[src/hdl/amd_consts.vh]
/*
 * amd_consts.vh: constants of the addressing-mode decoder.
 * assumes: included by bare name from hdl/amd_decode.v and from the verif assertion and test files.
 */
`ifndef AMD_CONSTS_VH
`define AMD_CONSTS_VH

// prefix bytes
`define AMD_ALT_INDEX_PREFIX 8'h90
`define AMD_ALT_INDIRECT_PREFIX 8'h91
`define AMD_INDIRECT_PREFIX 8'h92

// opcode layout: group in [7:4], read-modify-write flag in bit 3
`define AMD_GRP_HI 7
`define AMD_GRP_LO 4
`define AMD_RMW_BIT 3

// opcode groups (base mode before any prefix)
`define AMD_G_INH 4'h0
`define AMD_G_IMM 4'h1
`define AMD_G_SDIR 4'h2
`define AMD_G_LDIR 4'h3
`define AMD_G_IDX0 4'h4
`define AMD_G_SIDX 4'h5
`define AMD_G_LIDX 4'h6
`define AMD_G_REL 4'h7
`define AMD_G_BIT 4'h8
`define AMD_G_BITREL 4'h9

// final addressing modes, 17 of them
`define AMD_M_INH 5'h00
`define AMD_M_IMM 5'h01
`define AMD_M_SDIR 5'h02
`define AMD_M_LDIR 5'h03
`define AMD_M_IDX0 5'h04
`define AMD_M_SIDX 5'h05
`define AMD_M_LIDX 5'h06
`define AMD_M_SIND 5'h07
`define AMD_M_LIND 5'h08
`define AMD_M_SINDIDX 5'h09
`define AMD_M_LINDIDX 5'h0a
`define AMD_M_REL 5'h0b
`define AMD_M_RELIND 5'h0c
`define AMD_M_BIT 5'h0d
`define AMD_M_BITIND 5'h0e
`define AMD_M_BITREL 5'h0f
`define AMD_M_BITINDREL 5'h10

// page zero upper byte
`define AMD_PAGE0 8'h00

`endif

[src/hdl/amd_decode.v]
/* amd_decode.v: addressing-mode decode and effective-address generation.
 * assumes: ordered valid/ready byte stream, data memory ack after any delay,
 * index registers and pc stable while an instruction is decoded. */
// Function
// - inherent decoded from opcode, no operand bytes
// - immediate uses next byte as operand
// - short direct uses one address byte
// - long direct fetches two-byte address word
// - indexed address is unsigned index plus offset
// - no-offset indexed uses index register alone
// - no-offset length plus one with second index
// - short indexed sum keeps carry, up to 1fe
// - long indexed adds index to offset word
// - indirect reads pointer first, then operand address
// - short indirect reads one-byte pointer
// - long indirect reads two-byte pointer
// - relative adds signed byte to next pc
// - short forms page zero, long forms full
// - read-modify-write refuses long forms and immediate
// - prefix 90 swaps first index for second
// - prefix 92 turns direct into indirect forms
// - prefix 91 gives indirect indexed by second
`include "amd_consts.vh"
`default_nettype none

module amd_decode (
  // clock and reset
  input wire ref_clk_in,
  input wire rst_in,
  // program byte stream
  input wire pb_valid_in,
  input wire [7:0] pb_data_in,
  output wire pb_ready_out,
  // core state
  input wire [15:0] pc_in,
  input wire [7:0] x_in,
  input wire [7:0] y_in,
  // data memory read port
  output wire dm_rd_out,
  output wire [15:0] dm_addr_out,
  input wire dm_ack_in,
  input wire [7:0] dm_data_in,
  // per-instruction decode info
  output wire info_out,
  output wire [1:0] op_bytes_out,
  output wire ptr_need_out,
  // decode result
  output wire done_out,
  output wire [4:0] mode_out,
  output wire [7:0] opcode_out,
  output wire use_y_out,
  output wire [1:0] len_extra_out,
  output wire illegal_out,
  output wire [15:0] ea_out,
  output wire [7:0] imm_out,
  output wire [15:0] target_out
);
  localparam [2:0] S_OP = 3'h0;
  localparam [2:0] S_FETCH = 3'h1;
  localparam [2:0] S_PTR = 3'h2;
  localparam [2:0] S_WAIT = 3'h3;
  localparam [2:0] S_DONE = 3'h4;
  reg [2:0] state_q, state_d;
  reg [7:0] prefix_q;
  reg [15:0] start_pc_q;
  reg [7:0] opcode_q;
  reg [4:0] mode_q;
  reg use_y_q, ptr_word_q, ptr_need_q, illegal_q, ptr_hi_q;
  reg [1:0] nb_q, cnt_q;
  reg [7:0] b1_q, b2_q;
  reg [15:0] ptr_q;
  reg ready_q, rd_q, info_q, done_q;
  reg [15:0] addr_q, ea_q, target_q;
  reg [7:0] imm_q;
  reg [1:0] len_q;
  // combinational decode of the byte in hand
  reg [4:0] dmode;
  reg dy, dptr, dword, dill;
  reg [1:0] dnb;
  wire [3:0] grp = pb_data_in[`AMD_GRP_HI:`AMD_GRP_LO];
  wire is_pfx = (pb_data_in == `AMD_ALT_INDEX_PREFIX) ||
                (pb_data_in == `AMD_ALT_INDIRECT_PREFIX) ||
                (pb_data_in == `AMD_INDIRECT_PREFIX);
  wire p90 = (prefix_q == `AMD_ALT_INDEX_PREFIX);
  wire p91 = (prefix_q == `AMD_ALT_INDIRECT_PREFIX);
  wire p92 = (prefix_q == `AMD_INDIRECT_PREFIX);
  wire take = pb_valid_in && ready_q;
  always @* begin
    dmode = `AMD_M_INH;
    dy = p90 || p91;
    dill = 1'b0;
    case (grp)
      `AMD_G_INH: dill = p91 || p92;
      `AMD_G_IMM: begin
        dmode = `AMD_M_IMM;
        dill = p91 || p92;
      end
      `AMD_G_SDIR: begin
        dmode = p92 ? `AMD_M_SIND : `AMD_M_SDIR;
        dill = p91;
      end
      `AMD_G_LDIR: begin
        dmode = p92 ? `AMD_M_LIND : `AMD_M_LDIR;
        dill = p91;
      end
      `AMD_G_IDX0: begin
        dmode = `AMD_M_IDX0;
        dill = p91 || p92;
      end
      `AMD_G_SIDX: dmode = (p91 || p92) ? `AMD_M_SINDIDX : `AMD_M_SIDX;
      `AMD_G_LIDX: dmode = (p91 || p92) ? `AMD_M_LINDIDX : `AMD_M_LIDX;
      `AMD_G_REL: dmode = p92 ? `AMD_M_RELIND : `AMD_M_REL;
      `AMD_G_BIT: dmode = p92 ? `AMD_M_BITIND : `AMD_M_BIT;
      `AMD_G_BITREL: dmode = p92 ? `AMD_M_BITINDREL : `AMD_M_BITREL;
      default: dill = 1'b1;
    endcase
    // no second index on branch and bit forms
    if ((grp >= `AMD_G_REL) && (grp <= `AMD_G_BITREL) && (p90 || p91))
      dill = 1'b1;
    if (pb_data_in[`AMD_RMW_BIT] && ((dmode == `AMD_M_LDIR) ||
        (dmode == `AMD_M_LIDX) || (dmode == `AMD_M_LIND) ||
        (dmode == `AMD_M_LINDIDX) || (dmode == `AMD_M_IMM)))
      dill = 1'b1;
    // short direct one byte, long direct two
    case (dmode)
      `AMD_M_INH, `AMD_M_IDX0: dnb = 2'd0;
      `AMD_M_LDIR, `AMD_M_LIDX, `AMD_M_BITREL,
      `AMD_M_BITINDREL: dnb = 2'd2;
      default: dnb = 2'd1;
    endcase
    // pointer read for every indirect form
    dptr = (dmode == `AMD_M_SIND) || (dmode == `AMD_M_LIND) ||
           (dmode == `AMD_M_SINDIDX) || (dmode == `AMD_M_LINDIDX) ||
           (dmode == `AMD_M_RELIND) || (dmode == `AMD_M_BITIND) ||
           (dmode == `AMD_M_BITINDREL);
    dword = (dmode == `AMD_M_LIND) || (dmode == `AMD_M_LINDIDX);
  end
  // address arithmetic for the finished instruction
  wire [7:0] idx = use_y_q ? y_in : x_in;
  wire [1:0] pfx_len = (prefix_q != 8'h00) ? 2'd1 : 2'd0;
  wire [15:0] next_pc = start_pc_q + {14'h0000, pfx_len} +
                        {14'h0000, nb_q} + 16'h0001;
  wire [15:0] pz_b1 = {`AMD_PAGE0, b1_q};
  wire [15:0] pz_ptr = {`AMD_PAGE0, ptr_q[7:0]};
  wire [15:0] wd_b12 = {b1_q, b2_q};
  wire [15:0] idx16 = {`AMD_PAGE0, idx};
  reg [15:0] ea_c, tgt_c;
  reg [7:0] disp;
  wire [7:0] ptr_lo = ((state_q == S_FETCH) && (cnt_q == 2'd0)) ?
                      pb_data_in : b1_q;
  always @* begin
    ea_c = 16'h0000;
    disp = b1_q;
    case (mode_q)
      `AMD_M_SDIR, `AMD_M_BIT, `AMD_M_BITREL: ea_c = pz_b1;
      `AMD_M_LDIR: ea_c = wd_b12;
      `AMD_M_IDX0: ea_c = idx16;
      `AMD_M_SIDX: ea_c = pz_b1 + idx16;
      // unsigned add of index and word offset
      `AMD_M_LIDX: ea_c = wd_b12 + idx16;
      `AMD_M_SIND, `AMD_M_BITIND, `AMD_M_BITINDREL: ea_c = pz_ptr;
      `AMD_M_LIND: ea_c = ptr_q;
      `AMD_M_SINDIDX: ea_c = pz_ptr + idx16;
      `AMD_M_LINDIDX: ea_c = ptr_q + idx16;
      `AMD_M_RELIND: disp = ptr_q[7:0];
      default: ea_c = 16'h0000;
    endcase
    if ((mode_q == `AMD_M_BITREL) || (mode_q == `AMD_M_BITINDREL))
      disp = b2_q;
    tgt_c = next_pc + {{8{disp[7]}}, disp};
  end
  always @* begin
    state_d = state_q;
    case (state_q)
      // a second prefix is taken as an opcode and sequenced as one
      S_OP: if (take && (!is_pfx || (prefix_q != 8'h00)))
        state_d = (dnb != 2'd0) ? S_FETCH : S_DONE;
      S_FETCH: if (take && (cnt_q == nb_q - 2'd1))
        state_d = ptr_need_q ? S_PTR : S_DONE;
      S_PTR: state_d = S_WAIT;
      S_WAIT: if (dm_ack_in)
        state_d = (ptr_word_q && ptr_hi_q) ? S_PTR : S_DONE;
      S_DONE: state_d = S_OP;
      default: state_d = S_OP;
    endcase
  end
  always @(posedge ref_clk_in or posedge rst_in) begin
    if (rst_in) begin
      state_q <= S_OP;
      prefix_q <= 8'h00;
      start_pc_q <= 16'h0000;
      opcode_q <= 8'h00;
      mode_q <= `AMD_M_INH;
      use_y_q <= 1'b0;
      ptr_word_q <= 1'b0;
      ptr_need_q <= 1'b0;
      illegal_q <= 1'b0;
      ptr_hi_q <= 1'b0;
      nb_q <= 2'd0;
      cnt_q <= 2'd0;
      b1_q <= 8'h00;
      b2_q <= 8'h00;
      ptr_q <= 16'h0000;
      ready_q <= 1'b0;
      rd_q <= 1'b0;
      addr_q <= 16'h0000;
      info_q <= 1'b0;
      done_q <= 1'b0;
      ea_q <= 16'h0000;
      target_q <= 16'h0000;
      imm_q <= 8'h00;
      len_q <= 2'd0;
    end else begin
      state_q <= state_d;
      ready_q <= (state_d == S_OP) || (state_d == S_FETCH);
      info_q <= 1'b0;
      done_q <= 1'b0;
      rd_q <= (state_d == S_PTR);
      if ((state_q == S_OP) && take) begin
        // prefix latched, first byte marks start pc
        if (prefix_q == 8'h00)
          start_pc_q <= pc_in;
        if (is_pfx && (prefix_q == 8'h00)) begin
          prefix_q <= pb_data_in;
        end else begin
          opcode_q <= pb_data_in;
          mode_q <= dmode;
          use_y_q <= dy;
          nb_q <= dnb;
          ptr_need_q <= dptr;
          ptr_word_q <= dword;
          ptr_hi_q <= dword;
          illegal_q <= dill || is_pfx;
          cnt_q <= 2'd0;
          info_q <= 1'b1;
        end
      end
      if ((state_q == S_FETCH) && take) begin
        cnt_q <= cnt_q + 2'd1;
        if (cnt_q == 2'd0)
          b1_q <= pb_data_in;
        else
          b2_q <= pb_data_in;
      end
      // high byte first, pointer byte may arrive this edge
      if (state_d == S_PTR)
        addr_q <= (state_q == S_WAIT) ?
                  (pz_b1 + 16'h0001) : {`AMD_PAGE0, ptr_lo};
      if ((state_q == S_WAIT) && dm_ack_in) begin
        ptr_hi_q <= 1'b0;
        if (ptr_word_q && ptr_hi_q)
          ptr_q[15:8] <= dm_data_in;
        else if (ptr_word_q)
          ptr_q[7:0] <= dm_data_in;
        else
          ptr_q <= {`AMD_PAGE0, dm_data_in};
      end
      if (state_q == S_DONE) begin
        done_q <= 1'b1;
        ea_q <= ea_c;
        target_q <= tgt_c;
        imm_q <= (mode_q == `AMD_M_IMM) ? b1_q : 8'h00;
        len_q <= pfx_len + nb_q;
        prefix_q <= 8'h00;
      end
    end
  end
  assign pb_ready_out = ready_q;
  assign dm_rd_out = rd_q;
  assign dm_addr_out = addr_q;
  assign info_out = info_q;
  assign op_bytes_out = nb_q;
  assign ptr_need_out = ptr_need_q;
  assign done_out = done_q;
  assign mode_out = mode_q;
  assign opcode_out = opcode_q;
  assign use_y_out = use_y_q;
  assign len_extra_out = len_q;
  assign illegal_out = illegal_q;
  assign ea_out = ea_q;
  assign imm_out = imm_q;
  assign target_out = target_q;
endmodule // amd_decode
`default_nettype wire

[config.mk]
export PLATFORM = sky130hd
export DESIGN_NAME = amd_decode
export DESIGN_NICKNAME = d
export VERILOG_FILES = /design/src/hdl/amd_decode.v
export VERILOG_INCLUDE_DIRS = /design/src /design/src/hdl
export SDC_FILE = /design/constraint.sdc
export NUM_CORES = 1
export LEC_CHECK = 0
export BUFFER_PORTS_ARGS = -buffer_cell sky130_fd_sc_hd__buf_2
export CORE_MARGIN = 2
export CORE_UTILIZATION = 36
export DETAILED_ROUTE_END_ITERATION = 10
export HOLD_SLACK_MARGIN = 0.02
export PLACE_DENSITY = 0.67
export SLEW_MARGIN = 15
export SYNTH_ARGS = -nofsm -noshare
export SYNTH_HDL_FRONTEND = slang
export SYNTH_SLANG_ARGS = --single-unit
[constraint.sdc]
create_clock -name ref_clk_in -period 5.35 [get_ports ref_clk_in]
set_input_delay 0.2675 -clock ref_clk_in [delete_from_list [all_inputs] [get_ports ref_clk_in]]
set_output_delay 0.2675 -clock ref_clk_in [all_outputs]
set_load 0.01 [all_outputs]
==> reports/metrics.yaml <==
clocking:
  clock-root-buffer: "clkbuf_16"
  h-tree-depth: 4
  clk_pin_slew_ns: 0.07
  clock_latency_ns: 0.44
  cts_setup_buffers: 0
  cts_tree: "yes"
  cts_resized: 0
  cts_sinks: 136
  cts-buffers-inserted: 17
  holdBufCountCts: 0
  clockBufferDepth: 2
timing:
  setup_tns_ns: 0
  post-route-period-util: 0.782
  fmax_mhz: 239
  final_max_slew_viol_count: 0
  rsz0062_at_grt: "no"
  hold_viol: 0
  clock_skew_ns: 0.0143
  timing.hold.ws_ns: 0.0645
  fin_crit_ns: 4.19
  setup_viol: 0
  worstMarginPinSlew_ns: 1.17
  relSlewSlack: 0.220
logic_synthesis:
  mappedNetlistArea_sq_mm: 0.00884
  yosysMostFrequentCell: "dfrtp_1"
  synth.area.top_cells: "dfrtp_1 (38%), mux2_2 (8.5%), ha_1 (6.7%), nand2_1 (4.7%), o21ai_0 (3.6%)"
  avgSynthCellArea_sq_um: 9.62
  synth.top_cell.area_share: 0.385
  synth_edf_count: 0
  synth_cell_type_count: 80
  yosysTopAreaCell: "dfrtp_1"
  synthArstFlopShare: 1.00
  synthTopCellsByCount: "dfrtp_1 (136), nand2_1 (110), mux2_2 (67), o21ai_0 (64), ha_1 (47)"
  ys.flop_type: "dfrtp_1"
  ys_ff_latch: 136
  ys_warn_count: 0
  synth_cells: 919
  seq_area_frac_synth: 0.385
placed_design:
  place.port_buffers: 124
  hpwl_um: 19000
  globalplace.congestion: 0.900
grt:
  grt_pass1_wl_um: 40900
  grt_overflow_total: 0
  grtUsageMet1: 0.277
  grt-busiest-layer: "met2"
  grt_pass1_vias: 7235
  groute.usage.overall: 0.204
  grt_max_degree: 105
  antenna_found_initial: 0
  use_met2: 0.323
  met3_usage: 0.0400
finish:
  nets: 1121
  multi_input_area_sq_mm: 0.00506
  drive_gt1_frac: 0.240
  ff_latch_area_sq_mm: 0.00340
  syn_to_final_growth_pct: 16.5
  diodes: 0
  fillCellCount: 2375
flow_run:
  drv_cap: 0
routing:
  antenna_left: 0
  first_pass_iters: 5
  routedWlPerCell_um: 19.3
  vias: 7642
  drtIter0Drc: 747
  vias_per_cell: 5.64
  drc_errors: 0
  routed_wl_um: 26100
worst_setup_path:
  max_stage_delay_ns: 0.57
  end_kind: "flip-flop"
  critical_path_class: "reg -> reg"
  r2r_setup_slack_ns: 1.16
  crit_arrival_ns: 4.47
  reg2regPathDepth: 14
  cp-start-kind: "flip-flop"
  startpoint: "mode_out[1]"
  worstPathCellList: "nor3_1 > nand2_1 > mux2i_1 > nor2_1 > a21oi_1 > fa_1 > inv_1 > fa_1 > a211oi_1 > o21ai_0 > a31o_2 > a21oi_1 > xor2_1 > o21ai_0"
  cp_max_fo: 18
  cp.required_ns: 5.64
  r2r-end: "target_out[12]"
  regToRegStartpoint: "mode_out[1]"
  slowest_stage: "dfrtp_1"
status:
  status: "finished, final reports clean"
floorplan:
  fp.dieH_um: 161
  num_rows: 57
  fp.dieW_um: 161
  initial_utilization: 0.365
  core_sq_mm: 0.0242
  num_io_pins: 132
  die_area_sq_mm: 0.0258
power_and_ir_drop:
  peakVddDrop_mv: 0.262
  cellLeakagePower_nw: 4.86
  p_per_area_mw_per_mm2: 675
hold_path:
  hp-class: "in -> async"
-- sequential cells by signal, indices dropped and copies added, names as in the netlist, 2 cells and up --
name           flops
imm_out            8
target_out        16
opcode_out         8
ea_out            16
ptr_q             16
start_pc_q        16
cnt_q              2
prefix_q           8
op_bytes_out       2
b2_q               8
state_q            3
b1_q               8
mode_out           5
len_extra_out      2
dm_addr_out        9
-- report_power, final --
part,internal [mW],switching [mW],total [mW]
logic,1.65,2.11,3.76
clock network,0.718,0.547,1.26
registers,1.43,0.507,1.93
total,3.79,3.17,6.96
-- cell type report --
class | count | share of cell area
clock buffers | 17 | 0.0413
repair buffers | 129 | 0.0639
well taps | 324 | 0.0393
clock inverters | 15 | 0.0198
multi-input cells | 697 | 0.492
flip-flops and latches | 136 | 0.330
inverters | 36 | 0.0137
-- worst max path at each step --
stage	end	slack (ns)	depth (start not counted)
6_report	target_out[12]	1.16	14
5_1_grt	target_out[12]	0.87	14
3_5_place_dp	target_out[12]	1.24	14
2_1_floorplan	b1_q[0]	1.44	1
3_3_place_gp	target_out[12]	1.34	14
4_1_cts	target_out[12]	1.22	14
-- critical path: cells and delay by family (launching register included) --
family | cells | cell delay [ns]
compound gates | 6 | 1.18
fa+ha+maj | 2 | 0.97
simple gates | 3 | 0.87
flops | 1 | 0.57
mux | 1 | 0.19
xor+xnor | 1 | 0.17
buf+inv | 1 | 0.07
-- kinds of logic after synthesis --
family                     after synthesis  share of synthesized area
DFF                                    136                      0.385
xor gates and xnor gates                31                     0.0307
and+or+nand+nor                        261                      0.149
muxes                                   88                      0.109
adders and majority gates               52                     0.0778
AOI/OAI and AO/OA                      258                      0.203
other                                    1                   0.000424
buffers and inverters                   92                     0.0450
-- through the flow --
stage | setup WS (ns) | total power [mW] | util | instances | instance area, sq um
2_1_floorplan | 1.44 | 4.58 | - | 925 | 8860
6_report | 1.16 | 6.96 | 0.425 | 1354 | 10300
3_3_place_gp | 1.34 | 5.60 | 0.399 | 1322 | 9670
5_1_grt | 0.868 | 7.50 | 0.425 | 1354 | 10300
4_1_cts | 1.22 | 6.96 | 0.425 | 1354 | 10300
3_5_place_dp | 1.24 | 5.65 | 0.399 | 1322 | 9670
-- routing by layer --
layer / part of all wire / wire [um]
met1: 0.45 / 11700
met2: 0.46 / 12000
met3: 0.064 / 1660
met4: 0.029 / 758
met5: 0 / 0
-- placed cells by master, fill, tap and decap left out, types with 14 or more instances in the layout --
| master | n |
|---|---|
| a211oi_1 | 15 |
| a21oi_1 | 40 |
| a22o_1 | 28 |
| buf_2 | 124 |
| clkbuf_16 | 17 |
| dfrtp_1 | 136 |
| ha_1 | 47 |
| inv_1 | 33 |
| mux2_2 | 67 |
| mux2i_1 | 21 |
| nand2_1 | 109 |
| nand3_1 | 19 |
| nor2_1 | 33 |
| nor2b_1 | 14 |
| nor3_1 | 17 |
| o21ai_0 | 64 |
| xnor2_1 | 19 |
Power figures use the tool's default switching activity.
